File: src/design/hlsc_pkg.sv
// constants and helpers shared by both ends of the host link speed configuration
package hlsc_pkg;

	// ****************************************
	// configuration space offsets
	// ****************************************
	localparam logic [7:0] OFF_INDIRECT_INDEX = 8'h94;
	localparam logic [7:0] OFF_INDIRECT_DATA  = 8'h98;
	localparam logic [7:0] OFF_LINK_WIDTH     = 8'hc8;
	localparam logic [7:0] OFF_LINK_FREQ      = 8'hd0;
	localparam logic [7:0] OFF_PLL_BIAS       = 8'hd8;
	localparam logic [6:0] IDX_DRIVE_STRENGTH = 7'h2a;

	// ****************************************
	// field positions
	// ****************************************
	localparam int IDX_WE_BIT     = 8;
	localparam int IDX_LSB        = 0;
	localparam int IDX_MSB        = 6;
	localparam int CAP_LSB        = 16;
	localparam int CAP_MSB        = 31;
	localparam int FREQ_LSB       = 8;
	localparam int FREQ_MSB       = 11;
	localparam int RX_WIDTH_LSB   = 24;
	localparam int RX_WIDTH_MSB   = 26;
	localparam int TX_WIDTH_LSB   = 28;
	localparam int TX_WIDTH_MSB   = 30;
	localparam int BIAS_LSB       = 0;
	localparam int BIAS_MSB       = 9;
	localparam int DRIVE_LSB      = 0;
	localparam int DRIVE_MSB      = 1;

	// ****************************************
	// reset values and encodings
	// ****************************************
	localparam logic [3:0]  FREQ_CODE_BOOT   = 4'h0;
	localparam logic [3:0]  FREQ_CODE_GEN1_MAX = 4'h6;
	localparam logic [3:0]  FREQ_CODE_MAX    = 4'he;
	localparam logic [2:0]  WIDTH_CODE_8     = 3'h0;
	localparam logic [2:0]  WIDTH_CODE_16    = 3'h1;
	localparam logic [9:0]  BIAS_RESET       = 10'h000;
	localparam logic [1:0]  DRIVE_RESET      = 2'h0;
	localparam logic [15:0] FREQ_CAP_DEFAULT = 16'h7ff5;

	// ****************************************
	// timing
	// ****************************************
	localparam int CLOCK_MHZ          = 250;
	localparam int LINK_HALF_NS       = 40;
	localparam int LINK_HALF_CYCLES   = (LINK_HALF_NS * CLOCK_MHZ) / 1000;
	localparam int WARM_RESET_NS      = 400;
	localparam int WARM_RESET_CYCLES  = (WARM_RESET_NS * CLOCK_MHZ + 999) / 1000;
	localparam int LINK_READY_EDGES   = 4;

	// frequency of a code in MHz, zero for an undefined code
	function automatic logic [11:0] hlsc_code_mhz(input logic [3:0] code);
		logic [11:0] mhz;
		mhz = 12'h000;
		case (code)
			4'h0: mhz = 12'd200;
			4'h2: mhz = 12'd400;
			4'h4: mhz = 12'd600;
			4'h5: mhz = 12'd800;
			4'h6: mhz = 12'd1000;
			4'h7, 4'h8, 4'h9, 4'ha, 4'hb, 4'hc, 4'hd, 4'he: mhz = 12'((code - 4'h7) * 200 + 1200);
			default: mhz = 12'h000;
		endcase
		return mhz;
	endfunction

endpackage

File: src/design/hlsc_link_if.sv
// link between the bridge device end and the processor end
`timescale 1ns/100ps
interface hlsc_link_if;
	logic       link_clk;
	logic       link_reset;
	logic       dev_ready;
	logic [3:0] dev_freq_code;

	modport device (
		input  link_clk,
		input  link_reset,
		output dev_ready,
		output dev_freq_code
	);

	modport processor (
		output link_clk,
		output link_reset,
		input  dev_ready,
		input  dev_freq_code
	);
endinterface

File: src/design/hlsc_device.sv
// bridge device end: link speed and width configuration registers and the active link setup
// Summary of operation
// power-up runs 200 MHz, 8 bits
// new settings apply only after warm reset
// index: write-enable bit 8, index 6:0
// index at 0x94, data at 0x98
// read-only capability bitmap in D0 31:16
// frequency code field in D0 11:8
// codes map to frequencies and generations
// ten-bit bias field in D8 9:0
// receive width in C8 26:24
// transmit width in C8 30:28
// drive strength at indirect 0x2A 1:0
// both ends share one frequency code; not enforced, a differing code only raises freq_mismatch at the processor end
// device stays unit 0, no tunnel
// programmed fields survive warm reset
`timescale 1ns/100ps
module hlsc_device
	import hlsc_pkg::*;
#(
	parameter logic [15:0] FREQ_CAP = FREQ_CAP_DEFAULT
)(
	// clock and reset
	input  wire logic        clock,
	input  wire logic        sys_rst,
	// configuration access
	input  wire logic        cfg_sel,
	input  wire logic        cfg_wr,
	input  wire logic [7:0]  cfg_addr,
	input  wire logic [31:0] cfg_wdata,
	output logic [31:0]      cfg_rdata,
	output logic             cfg_ack,
	// active link setup
	output logic [3:0]       active_freq_code,
	output logic [11:0]      active_freq_mhz,
	output logic             active_third_gen,
	output logic             active_rx_wide,
	output logic             active_tx_wide,
	output logic [9:0]       active_bias,
	output logic [1:0]       active_drive,
	output logic             link_active,
	// link
	hlsc_link_if.device      link
);
	import hlsc_pkg::*;

	localparam logic [2:0] READY_EDGES = 3'(LINK_READY_EDGES - 1);

	logic [6:0]  idx_index;
	logic        idx_we;
	logic [3:0]  freq_code;
	logic [2:0]  rx_width;
	logic [2:0]  tx_width;
	logic [9:0]  pll_bias;
	logic [1:0]  drive;
	logic        wr_hit;
	logic [31:0] next_rdata;
	logic [31:0] ind_rdata;
	logic        rst_s1;
	logic        rst_s2;
	logic        rst_s3;
	logic        lclk_s1;
	logic        lclk_s2;
	logic        lclk_s3;
	logic        warm_release;
	logic        lclk_rise;
	logic [2:0]  edge_cnt;

	// ****************************************
	// configuration writes
	// ****************************************
	assign wr_hit = cfg_sel & cfg_wr;

	// index and write enable
	// index register decode
	always_ff @(posedge clock) begin
		if (sys_rst) begin
			idx_index <= 7'h00;
			idx_we    <= 1'b0;
		end else if (wr_hit && cfg_addr == OFF_INDIRECT_INDEX) begin
			idx_index <= cfg_wdata[IDX_MSB:IDX_LSB];
			idx_we    <= cfg_wdata[IDX_WE_BIT];
		end
	end

	// only sys_rst clears the programmed fields; a warm reset leaves them alone
	// survive warm reset
	// frequency code write
	// receive width write
	// transmit width write
	// bias write
	always_ff @(posedge clock) begin
		if (sys_rst) begin
			freq_code <= FREQ_CODE_BOOT;
			rx_width  <= WIDTH_CODE_8;
			tx_width  <= WIDTH_CODE_8;
			pll_bias  <= BIAS_RESET;
		end else if (wr_hit) begin
			case (cfg_addr)
				OFF_LINK_FREQ: begin
					freq_code <= cfg_wdata[FREQ_MSB:FREQ_LSB];
				end
				OFF_LINK_WIDTH: begin
					rx_width <= cfg_wdata[RX_WIDTH_MSB:RX_WIDTH_LSB];
					tx_width <= cfg_wdata[TX_WIDTH_MSB:TX_WIDTH_LSB];
				end
				OFF_PLL_BIAS: begin
					pll_bias <= cfg_wdata[BIAS_MSB:BIAS_LSB];
				end
				default: begin
				end
			endcase
		end
	end

	// a data write without the enable flag is dropped silently
	// gated indirect write
	// drive strength entry
	always_ff @(posedge clock) begin
		if (sys_rst) begin
			drive <= DRIVE_RESET;
		end else if (wr_hit && cfg_addr == OFF_INDIRECT_DATA && idx_we && idx_index == IDX_DRIVE_STRENGTH) begin
			drive <= cfg_wdata[DRIVE_MSB:DRIVE_LSB];
		end
	end

	// ****************************************
	// configuration reads
	// ****************************************
	// indexed entry read
	always_comb begin
		ind_rdata = 32'h0000_0000;
		if (idx_index == IDX_DRIVE_STRENGTH) begin
			ind_rdata[DRIVE_MSB:DRIVE_LSB] = drive;
		end
	end

	// read-only capability
	always_comb begin
		next_rdata = 32'h0000_0000;
		case (cfg_addr)
			OFF_INDIRECT_INDEX: begin
				next_rdata[IDX_MSB:IDX_LSB] = idx_index;
				next_rdata[IDX_WE_BIT]      = idx_we;
			end
			OFF_INDIRECT_DATA: begin
				next_rdata = ind_rdata;
			end
			OFF_LINK_WIDTH: begin
				next_rdata[RX_WIDTH_MSB:RX_WIDTH_LSB] = rx_width;
				next_rdata[TX_WIDTH_MSB:TX_WIDTH_LSB] = tx_width;
			end
			OFF_LINK_FREQ: begin
				next_rdata[CAP_MSB:CAP_LSB]   = FREQ_CAP;
				next_rdata[FREQ_MSB:FREQ_LSB] = freq_code;
			end
			OFF_PLL_BIAS: begin
				next_rdata[BIAS_MSB:BIAS_LSB] = pll_bias;
			end
			default: begin
				next_rdata = 32'h0000_0000;
			end
		endcase
	end

	always_ff @(posedge clock) begin
		if (sys_rst) begin
			cfg_rdata <= 32'h0000_0000;
			cfg_ack   <= 1'b0;
		end else begin
			cfg_ack   <= cfg_sel;
			cfg_rdata <= (cfg_sel && !cfg_wr) ? next_rdata : 32'h0000_0000;
		end
	end

	// ****************************************
	// link input synchronisers
	// ****************************************
	always_ff @(posedge clock) begin
		if (sys_rst) begin
			rst_s1  <= 1'b0;
			rst_s2  <= 1'b0;
			rst_s3  <= 1'b0;
			lclk_s1 <= 1'b0;
			lclk_s2 <= 1'b0;
			lclk_s3 <= 1'b0;
		end else begin
			rst_s1  <= link.link_reset;
			rst_s2  <= rst_s1;
			rst_s3  <= rst_s2;
			lclk_s1 <= link.link_clk;
			lclk_s2 <= lclk_s1;
			lclk_s3 <= lclk_s2;
		end
	end

	assign warm_release = rst_s3 & ~rst_s2;
	assign lclk_rise    = lclk_s2 & ~lclk_s3;

	// ****************************************
	// active link setup
	// ****************************************
	// power-up forces the slow narrow link whatever the fields hold
	// boot at 200 MHz, 8 bits
	// load only on warm release
	// code shown to far end
	always_ff @(posedge clock) begin
		if (sys_rst) begin
			active_freq_code   <= FREQ_CODE_BOOT;
			active_rx_wide     <= 1'b0;
			active_tx_wide     <= 1'b0;
			active_bias        <= BIAS_RESET;
			active_drive       <= DRIVE_RESET;
			link.dev_freq_code <= FREQ_CODE_BOOT;
		end else if (warm_release) begin
			active_freq_code   <= freq_code;
			active_rx_wide     <= (rx_width == WIDTH_CODE_16);
			active_tx_wide     <= (tx_width == WIDTH_CODE_16);
			active_bias        <= pll_bias;
			active_drive       <= drive;
			link.dev_freq_code <= freq_code;
		end
	end

	// undefined codes show zero MHz and first generation
	// code to rate and generation
	always_ff @(posedge clock) begin
		if (sys_rst) begin
			active_freq_mhz  <= hlsc_code_mhz(FREQ_CODE_BOOT);
			active_third_gen <= 1'b0;
		end else begin
			active_freq_mhz  <= hlsc_code_mhz(active_freq_code);
			active_third_gen <= (active_freq_code > FREQ_CODE_GEN1_MAX) && (active_freq_code <= FREQ_CODE_MAX);
		end
	end

	// ****************************************
	// link ready
	// ****************************************
	// the link is declared up after a few clean link clock edges out of reset
	// sole device on the chain
	always_ff @(posedge clock) begin
		if (sys_rst || rst_s2) begin
			edge_cnt       <= 3'h0;
			link_active    <= 1'b0;
			link.dev_ready <= 1'b0;
		end else if (lclk_rise && !link_active) begin
			if (edge_cnt == READY_EDGES) begin
				link_active    <= 1'b1;
				link.dev_ready <= 1'b1;
			end else begin
				edge_cnt <= edge_cnt + 3'h1;
			end
		end
	end

endmodule

File: src/flat_wrapper.sv
// flat-port wrapper written by rule: the top's interface ports become plain ports
module hlsc_device_flat import hlsc_pkg::*;
#(
	parameter logic [15:0] FREQ_CAP = FREQ_CAP_DEFAULT
)
  (clock, sys_rst, cfg_sel, cfg_wr, cfg_addr, cfg_wdata, cfg_rdata, cfg_ack, active_freq_code, active_freq_mhz, active_third_gen, active_rx_wide, active_tx_wide, active_bias, active_drive, link_active, link_link_clk, link_link_reset, link_dev_ready, link_dev_freq_code);
  hlsc_link_if link_i ();
  input  wire logic clock;
  input  wire logic sys_rst;
  input  wire logic cfg_sel;
  input  wire logic cfg_wr;
  input  wire logic [7:0] cfg_addr;
  input  wire logic [31:0] cfg_wdata;
  output logic [31:0] cfg_rdata;
  output logic cfg_ack;
  output logic [3:0] active_freq_code;
  output logic [11:0] active_freq_mhz;
  output logic active_third_gen;
  output logic active_rx_wide;
  output logic active_tx_wide;
  output logic [9:0] active_bias;
  output logic [1:0] active_drive;
  output logic link_active;
  input wire logic [$bits(link_i.link_clk)-1:0] link_link_clk;
  input wire logic [$bits(link_i.link_reset)-1:0] link_link_reset;
  output wire logic [$bits(link_i.dev_ready)-1:0] link_dev_ready;
  output wire logic [$bits(link_i.dev_freq_code)-1:0] link_dev_freq_code;
  assign link_i.link_clk = link_link_clk;
  assign link_i.link_reset = link_link_reset;
  assign link_dev_ready = link_i.dev_ready;
  assign link_dev_freq_code = link_i.dev_freq_code;
  hlsc_device #(.FREQ_CAP(FREQ_CAP)) u_core (.clock(clock), .sys_rst(sys_rst), .cfg_sel(cfg_sel), .cfg_wr(cfg_wr), .cfg_addr(cfg_addr), .cfg_wdata(cfg_wdata), .cfg_rdata(cfg_rdata), .cfg_ack(cfg_ack), .active_freq_code(active_freq_code), .active_freq_mhz(active_freq_mhz), .active_third_gen(active_third_gen), .active_rx_wide(active_rx_wide), .active_tx_wide(active_tx_wide), .active_bias(active_bias), .active_drive(active_drive), .link_active(link_active), .link(link_i));
endmodule
File: config.mk
export PLATFORM = sky130hd
export DESIGN_NAME = hlsc_device_flat
export DESIGN_NICKNAME = d
export VERILOG_FILES = /design/src/design/hlsc_pkg.sv /design/src/design/hlsc_link_if.sv /design/src/design/hlsc_device.sv /design/src/flat_wrapper.sv
export SDC_FILE = /design/constraint.sdc
export NUM_CORES = 1
export LEC_CHECK = 0
export ABC_AREA = 1
export BUFFER_PORTS_ARGS = -buffer_cell sky130_fd_sc_hd__clkbuf_2
export CORE_ASPECT_RATIO = 1.4
export CORE_MARGIN = 2
export CORE_UTILIZATION = 40
export CTS_BUF_LIST = sky130_fd_sc_hd__clkbuf_16
export CTS_CLUSTER_DIAMETER = 120
export DETAILED_ROUTE_END_ITERATION = 10
export GPL_ROUTABILITY_DRIVEN = 0
export PLACE_DENSITY_LB_ADDON = 0.3
export SLEW_MARGIN = 20
export SYNTH_ARGS = -nofsm -noshare
export SYNTH_HDL_FRONTEND = slang
export SYNTH_SLANG_ARGS = --single-unit
File: constraint.sdc
create_clock -name clock -period 3.3 [get_ports clock]
set_input_delay 0.66 -clock clock [delete_from_list [all_inputs] [get_ports clock]]
set_output_delay 0.66 -clock clock [all_outputs]
set_load 0.1 [all_outputs]
==> results.toml, run 1 <==
[outcome]
status = "completed"

[clock_network]
cts_tree = "yes"
clockRootBuffer = "clkbuf_16"
post_cts_buffers = 0
clkSlewWorstSetupHoldPaths_ns = 0.06
worst_skew_pair.late_latency_ns = 0.34
cts_htree_levels = 3
cts_buffer_depth = 2
cts-buffers-inserted = 9
cts_sinks = 88
cts-hold-fix-buffers = 0

[place]
port_buffers = 91
hpwl_mm = 6.69
place_ws_ns = 0.113

[worst_setup_path]
reg2regPathDepth = 15
endpoint_kind = "flop"
crit_fanout = 10
cp_data_required_time_ns = 3.53
crit_type = "flop to flop"
cp_data_arrival_time_ns = 3.36
crit_path_start_kind = "flop"

[drt]
dr.max_layer_used = "met4"
first_pass_iters = 5
wirelength_met1_mm = 3.52
wl_met3_um = 481
wl_met2_mm = 4.76
drt_iter0_drc = 113
drc = 0
vias = 3517
ant_nets = 0
wl_per_cell_um = 12.2
viasPerCell = 4.82
routed_wl_mm = 8.91

[timing]
fin_setup_tns_ns = 0
fmax_ghz = 0.320
hold_violations = 0
fin_crit_ns = 3.13
skew_ns = 0.00592
worstMarginPinSlew_ns = 0.704
setup_viol = 0
relSlewSlack = 0.526
holdWs_ns = 0.405
finalCritPeriodShare = 0.948
worst_slack_ns = 0.173
finalMaxSlewViolations = 0

[synth]
ys_warn_count = 0
synth.ff_latch_count = 88
synth.distinct_cells = 35
yosysMostFrequentCell = "dfxtp_1"
ys.flop_type = "dfxtp_1"
yosysSeqAreaShare = 0.443
syn_inst = 509
synth_area_leaders = "dfxtp_1 44%, a21oi_1 7.5%, inv_1 7.1%"
synth_top_area_frac = 0.443
synth_edf_count = 0
synthTopCellsByCount = "88 x dfxtp_1, 75 x inv_1, 68 x nand2_1, 60 x a21oi_1, 48 x o21ai_0"
synth_area_um2 = 3980
yosysTopAreaCell = "dfxtp_1"
synthArstFlopShare = 0
postSynthAreaPerCell_um2 = 7.82

[power_and_ir_drop]
peakVddDrop_uv = 440
total_power_mw = 2.47
leakagePower_nw = 2.15
cellPowerDensity_nw_per_um2 = 515

[finish]
fillCellCount = 996
seqCellArea_um2 = 1780
final_layout_size_suffix_gt1_frac = 0.217
utilization = 0.489
nets = 657
area.growth.synth_to_final_pct = 20.4
multiInputGateArea_um2 = 1780
n_antenna_cell = 0

[die]
die_h_um = 122
dieArea_um2 = 10800
die_w_um = 88.3
initial_utilization = 0.406
io_pins = 116
coreArea_um2 = 9790
fp-row-count = 43

[global_route]
grt_max_degree = 39
grt.overflow.total = 0
antenna_found_initial = 0
grt_usage = 0.169
grt_pass1_vias = 3334
grt_first_pass_wirelength_mm = 14.3

[worst_hold_path]
hold_path_class = "flop to flop"
holdPathStages = 2

[job]
maxCapViolations = 0
-- cell families after synthesis --
logic type               Yosys count  share of synthesized area
other                              1                   0.000942
AND/OR/NAND/NOR                  167                      0.195
flip-flops                        88                      0.443
adder cells (fa/ha/maj)           21                     0.0736
buffers and inverters            111                      0.127
AO/OA/AOI/OAI                    117                      0.152
XOR/XNOR                           4                    0.00881
-- worst max-delay path, stage by stage (launching register included) --
cell and delay (ns):
dfxtp_4 0.42, inv_1 0.13, ha_4 0.31, inv_1 0.07, ha_1 0.30, ha_1 0.29, ha_1 0.32, fa_1 0.49
a21oi_1 0.17, nor2_1 0.05, nor2_1 0.12, nand3_1 0.08, nand2_1 0.10, nand3_1 0.08, nand2_1 0.07, nor2_1 0.03
-- timing repair --
action | 4_1_cts | 5_1_grt
hold endpoints to repair | 0 | 0
endpoints found under the setup margin | 0 | 3
resized for setup | 0 | 7
-- area by class of cell --
type,instances,area share
inverter,76,0.0596
clock inverter,7,0.0118
clock buffer,9,0.0470
tap,135,0.0353
sequential,88,0.371
timing repair buffer,96,0.103
multi-input combinational,319,0.373
-- layout by cell type (no fill, tap or decap), types with 2 or more instances in the layout --
| master | instances |
|---|---|
| clkinvlp_4 | 2 |
| dfxtp_4 | 4 |
| a31oi_1 | 2 |
| nor3_2 | 2 |
| buf_4 | 5 |
| clkinv_4 | 2 |
| nand2_1 | 68 |
| nor4_4 | 2 |
| nand4_1 | 4 |
| nor3_1 | 2 |
| o211ai_1 | 3 |
| fa_1 | 4 |
| o21ai_1 | 2 |
| nor4_1 | 2 |
| ha_4 | 2 |
| inv_1 | 76 |
| o21ai_0 | 47 |
| ha_1 | 15 |
| nor2_1 | 41 |
| nand3_1 | 41 |
| conb_1 | 10 |
| clkbuf_2 | 91 |
| clkbuf_16 | 9 |
| a21oi_1 | 60 |
| dfxtp_1 | 84 |
| xnor2_1 | 2 |
-- through the flow --
| step | area [µm²] | instances |
|---|---|---|
| after detailed placement | 4470 | 714 |
| after floorplan | 4030 | 518 |
| after global routing | 4790 | 730 |
| after CTS | 4750 | 730 |
| final | 4790 | 730 |
| after global placement | 4470 | 714 |
-- power breakdown --
group	switching (mW)	internal [mW]	leakage [nW]
Sequential	0.0112	1.08	0.715
Combinational	0.319	0.111	1.30
Clock	0.429	0.518	0.135
Total	0.760	1.71	2.15
-- per-layer routing --
metal | vias up | GRT usage
li1 | 1788 | -
met1 | 1628 | 0.179
met2 | 89 | 0.311
met3 | 12 | 0.0440
met4 | 0 | 0.0663
met5 | - | 0
-- registers in the layout, summed over array words and instances (netlist names), 2 cells and up --
name / cells
u_core.cfg_rdata: 19
u_core.active_bias: 10
u_core.pll_bias: 10
u_core.active_freq_mhz: 9
u_core.idx_index: 7
u_core.freq_code: 4
u_core.link.dev_freq_code: 4
u_core.edge_cnt: 3
u_core.rx_width: 3
u_core.tx_width: 3
u_core.active_drive: 2
u_core.drive: 2
-- worst paths after layout --
path | from | endpoint | slack (ns)
setup / recovery | u_core.link.dev_freq_code[0] | u_core.active_freq_mhz[11] | 0.17
hold / removal | u_core.lclk_s1 | u_core.lclk_s2 | 0.41
setup reg to reg | u_core.link.dev_freq_code[0] | u_core.active_freq_mhz[11] | 0.17
hold reg to reg | u_core.lclk_s1 | u_core.lclk_s2 | 0.41
Power figures use the tool's default switching activity.
==> run 2: changes to the inputs <==
--- a/config.mk
+++ b/config.mk
@@ -10,7 +10,7 @@
 export CORE_ASPECT_RATIO = 1.4
 export CORE_MARGIN = 2
 export CORE_UTILIZATION = 40
-export CTS_BUF_LIST = sky130_fd_sc_hd__clkbuf_16
+export CTS_BUF_LIST = sky130_fd_sc_hd__clkbuf_4 sky130_fd_sc_hd__clkbuf_8
 export CTS_CLUSTER_DIAMETER = 120
 export DETAILED_ROUTE_END_ITERATION = 10
 export GPL_ROUTABILITY_DRIVEN = 0
==> run 2 against run 1 <==
Against the previous run:
- global-route usage decreased by 0.11 points
- critical path depth shrank 2
- non-clock buffer count stayed put
- wire length down 0.89%
- die area unchanged
- largest power group unchanged
- fmax is 0.80% higher
- first-iteration DRC count decreased by 3.5%
==> results.toml, run 2 (synthesis gave the netlist of run 1 again) <==
[outcome]
status = "completed"

[finish]
fillCellCount = 1006
largestRegisters = "u_core.cfg_rdata: 19 flops, u_core.active_bias: 10 flops, u_core.pll_bias: 10 flops"
layout_common_cells = "91 x clkbuf_2, 84 x dfxtp_1, 75 x inv_1"
multiInputGateArea_um2 = 1780
final_area_um2 = 4680
final_layout_size_suffix_gt1_frac = 0.217
n_antenna_cell = 0
area.growth.synth_to_final_pct = 17.7
top_register = "u_core.cfg_rdata"
layout_commonest_cell = "clkbuf_2"
seqCellArea_um2 = 1780
nets = 657
largest_reg_flops = 19

[global_route]
busiest_layer = "met2"
grt_first_pass_wirelength_mm = 14.3
grt_usage = 0.168
gr-usage-met3 = 0.0400
met2_usage = 0.308
grt.overflow.total = 0
use_met1 = 0.181
grt_pass1_vias = 3304
antenna_found_initial = 0
grt_max_degree = 39

[drt]
drt_iter0_drc = 109
first_pass_iters = 4
routed_wl_mm = 8.84
ant_nets = 0
viasPerCell = 4.79
wl_per_cell_um = 12.1
vias = 3499
drc = 0

[timing]
skew_ns = 0.0103
finalMaxSlewViolations = 0
holdWs_ns = 0.408
fmax_ghz = 0.322
worstMarginPinSlew_ns = 0.722
fin_setup_tns_ns = 0
setup_viol = 0
hold_violations = 0
rsz0062_at_grt = "no"
finalCritPeriodShare = 0.940
relSlewSlack = 0.514
fin_crit_ns = 3.10

[worst_setup_path]
cp.buffers_inverters = 3
crit_chain = "inv_1 > ha_4 > inv_1 > ha_1 > ha_1 > ha_1 > fa_1 > xor2_1 > inv_1 > nor2_1 > nand2_1 > nand3_1 > o21ai_0"
crit_fanout = 10
cp_data_arrival_time_ns = 3.33
cp_top_family = "adder cells"
crit_type = "flop to flop"
cp_data_required_time_ns = 3.53
crit_path_start_kind = "flop"
slowest_stage = "fa_1"
cp_slowest_stage_delay_ns = 0.46
r2r_setup_slack_ns = 0.20
endpoint_kind = "flop"

[place]
place_area_um2 = 4470
hpwl_mm = 6.69
port_buffers = 91

[power_and_ir_drop]
leakagePower_nw = 2.10
peakVddDrop_uv = 378
cellPowerDensity_nw_per_um2 = 469

[die]
io_pins = 116
dieArea_um2 = 10800
initial_utilization = 0.406
fp-row-count = 43
coreArea_um2 = 9790
die_h_um = 122
die_w_um = 88.3

[clock_network]
cts_buffer_depth = 2
clockRootBuffer = "clkbuf_8"
post_cts_buffers = 0
cts_sinks = 88
cts-buffers-inserted = 9
worst_skew_pair.late_latency_ns = 0.35
cts_htree_levels = 3
clkSlewWorstSetupHoldPaths_ns = 0.09
cts-hold-fix-buffers = 0
cts_tree = "yes"

[job]
maxCapViolations = 0

[worst_hold_path]
hold_path_class = "flop to flop"
==> run 2: changes by cell type in the layout (fill, tap and decap cells not counted) <==
cell	delta
clkbuf_8	+9
clkbuf_4	+1
inv_1	-1
clkbuf_16	-9
xor2_1	+1
xor2_2	-1
==> run 2: what timing repair did <==
| action | CTS | global route |
|---|---|---|
| hold endpoints to repair | 0 | 0 |
| endpoints found under the setup margin | 0 | 3 |
| resized for setup | 0 | 6 |
==> run 2: power breakdown <==
part | switching, mW | leakage, nW | total, mW | internal (mW)
sequential | 0.0111 | 0.715 | 1.09 | 1.08
combinational | 0.317 | 1.30 | 0.426 | 0.109
clock | 0.392 | 0.0884 | 0.685 | 0.292
==> run 2: worst paths after layout <==
path,startpoint,endpoint,depth (start not counted)
worst max-delay path,u_core.link.dev_freq_code[0],u_core.active_freq_mhz[9],13
worst max register to register,u_core.link.dev_freq_code[0],u_core.active_freq_mhz[9],13
worst min register to register,u_core.lclk_s1,u_core.lclk_s2,2
worst min-delay path,u_core.lclk_s1,u_core.lclk_s2,2
==> run 2: routing by layer <==
metal / part of all wire / vias up
met3: 0.050 / 8
met2: 0.54 / 77
li1: - / 1792
met5: 0 / -
met1: 0.40 / 1622
met4: 0.012 / 0
==> run 2: area by class of cell <==
class	count	area share
inverters	76	0.0609
clock buffers	10	0.0280
clock inverters	6	0.0112
flip-flops and latches	88	0.379
multi-input cells	319	0.379
well taps	135	0.0361
repair buffers	96	0.105
==> run 2: through the flow <==
step | std cells | total power [mW] | utilization | setup slack (ns)
CTS | 730 | 2.23 | 0.475 | 0.0891
finish | 730 | 2.20 | 0.478 | 0.198
floorplan | 518 | 1.46 | - | 0.0375
detailed placement | 714 | 1.54 | 0.456 | 0.113
global placement | 714 | 1.53 | 0.456 | 0.153
global route | 730 | 2.31 | 0.478 | 0.0184
==> run 2: worst min-delay path: cells and delay by family, from the launching register on <==
kind	cells	cell delay (ns)
simple gates	1	0.03
flops	1	0.31
buf+inv	1	0.04
==> run 3: changes to the inputs <==
--- a/config.mk
+++ b/config.mk
@@ -6,13 +6,13 @@
 export NUM_CORES = 1
 export LEC_CHECK = 0
 export ABC_AREA = 1
-export BUFFER_PORTS_ARGS = -buffer_cell sky130_fd_sc_hd__clkbuf_2
 export CORE_ASPECT_RATIO = 1.4
 export CORE_MARGIN = 2
 export CORE_UTILIZATION = 40
 export CTS_BUF_LIST = sky130_fd_sc_hd__clkbuf_4 sky130_fd_sc_hd__clkbuf_8
 export CTS_CLUSTER_DIAMETER = 120
 export DETAILED_ROUTE_END_ITERATION = 10
+export DONT_BUFFER_PORTS = 1
 export GPL_ROUTABILITY_DRIVEN = 0
 export PLACE_DENSITY_LB_ADDON = 0.3
 export SLEW_MARGIN = 20
==> run 3 against run 2 <==
Against the previous run:
- fmax fell by 0.27%
- sequential share of layout area rose by 3.8 points
- flip-flop and latch count did not move
- hold slack got worse by 0.048 ns
- die area did not move
- cell count fell by 12%
- global-route usage rose by 0.19 points
- clock power fell by 0.9%
==> results.toml, run 3 (synthesis gave the netlist of run 1 again) <==
[drt]
vias = 3163
drt_iter0_drc = 111
viasPerCell = 4.93
first_pass_iters = 5
wl_per_cell_um = 13.4
ant_nets = 0
routed_wl_mm = 8.62
drc = 0

[clock_network]
cts.repair.resized = 0
cts_htree_levels = 3
clkSlewWorstSetupHoldPaths_ns = 0.09
cts_sinks = 88
worst_skew_pair.late_latency_ns = 0.36
clockRootBuffer = "clkbuf_8"
cts_tree = "yes"
cts-buffers-inserted = 9
cts-hold-fix-buffers = 0
cts_buffer_depth = 2
post_cts_buffers = 0

[die]
io_pins = 116
dieArea_um2 = 10800
die_w_um = 88.3
coreArea_um2 = 9790
fp-row-count = 43
initial_utilization = 0.406
die_h_um = 122

[finish]
final_layout_size_suffix_gt1_frac = 0.0848
top_register = "u_core.cfg_rdata"
layout_common_cells = "82 x dfxtp_1, 75 x inv_1, 68 x nand2_1"
largestRegisters = "u_core.cfg_rdata: 19 flops, u_core.active_bias: 10 flops, u_core.pll_bias: 10 flops"
largest_reg_flops = 19
nets = 569
n_antenna_cell = 0
utilization = 0.436
layout_commonest_cell = "dfxtp_1"
area.growth.synth_to_final_pct = 7.26
fillCellCount = 1038

[worst_hold_path]
min_to = "u_core.rx_width[1]"
holdPathStages = 1
hold_path_class = "input pin to flop"
holdCritStartpoint = "sys_rst"

[outcome]
status = "completed"

[global_route]
grt_max_degree = 39
grt.overflow.total = 0
grt_pass1_vias = 3064
grt_first_pass_wirelength_mm = 14.1
antenna_found_initial = 0
grt_usage = 0.170

[timing]
worst_slack_ns = 0.189
fmax_ghz = 0.321
holdWs_ns = 0.359
fin_crit_ns = 3.11
finalCritPeriodShare = 0.943
skew_ns = 0.0120
worstMarginPinSlew_ns = 1.03
hold_violations = 0
setup_viol = 0
finalMaxSlewViolations = 0
relSlewSlack = 0.311

[power_and_ir_drop]
cellPowerDensity_nw_per_um2 = 502
leakagePower_nw = 1.72
peakVddDrop_uv = 285
total_power_mw = 2.14

[worst_setup_path]
r2r_setup_slack_ns = 0.19
cp_data_arrival_time_ns = 3.37
crit_type = "flop to flop"
cp.buffers_inverters = 2
slowest_stage = "fa_1"
crit_fanout = 7
endpoint_kind = "flop"
crit_chain = "inv_1 > ha_4 > inv_1 > ha_1 > ha_1 > ha_1 > fa_1 > a21oi_1 > nor2_1 > nor2_1 > nand3_1 > nand2_1 > nand3_1 > nand2_1 > nor2_1"
crit_path_start_kind = "flop"
cp_slowest_stage_delay_ns = 0.47
regToRegStartpoint = "u_core.link.dev_freq_code[0]"
cp_data_required_time_ns = 3.56
reg2regPathDepth = 15
cp_top_family = "adder cells"
r2r-end = "u_core.active_freq_mhz[11]"

[place]
port_buffers = 0
hpwl_mm = 6.46
place_ws_ns = 0.0961

[job]
maxCapViolations = 0
==> run 3: layout make-up <==
cell class | count | area, µm² | area share
clock buffer | 9 | 124 | 0.0290
clock inverter | 7 | 53.8 | 0.0126
inverter | 76 | 285 | 0.0668
multi-input combinational | 319 | 1780 | 0.416
sequential | 88 | 1780 | 0.417
tap | 135 | 169 | 0.0396
timing repair buffer | 8 | 80.1 | 0.0188
==> run 3: worst max path at each step <==
stage / slack [ns] / endpoint / cells after the start / startpoint
after floorplan: 0.04 / u_core.active_freq_mhz[11] / 19 / u_core.link.dev_freq_code[3]
after global routing: -0.006 / u_core.active_freq_mhz[11] / 19 / u_core.link.dev_freq_code[0]
after global placement: 0.16 / u_core.active_freq_mhz[11] / 19 / u_core.link.dev_freq_code[0]
after CTS: 0.08 / u_core.active_freq_mhz[11] / 17 / u_core.link.dev_freq_code[0]
final: 0.19 / u_core.active_freq_mhz[11] / 15 / u_core.link.dev_freq_code[0]
after detailed placement: 0.1 / u_core.active_freq_mhz[11] / 17 / u_core.link.dev_freq_code[0]
==> run 3: stage by stage <==
stage          setup TNS, ns  cells  cell area, µm²
5_1_grt             -0.00645    642            4270
3_3_place_gp               0    626            4060
3_5_place_dp               0    626            4060
2_1_floorplan              0    518            4030
6_report                   0    642            4270
4_1_cts                    0    642            4240
==> run 3: routing by layer <==
layer | track usage | vias up | share of wire
met4 | 0.0701 | 0 | 0.024
met5 | 0 | - | 0
met1 | 0.183 | 1450 | 0.39
met3 | 0.0603 | 17 | 0.066
met2 | 0.296 | 85 | 0.52
li1 | - | 1611 | -
==> run 3: power breakdown <==
group          internal [mW]  total [mW]  leakage [nW]  switching [mW]
Combinational         0.0820       0.294         0.915           0.212
Clock                  0.279       0.679        0.0867           0.400
Sequential              1.08        1.17         0.716          0.0938
Total                   1.44        2.14          1.72           0.705
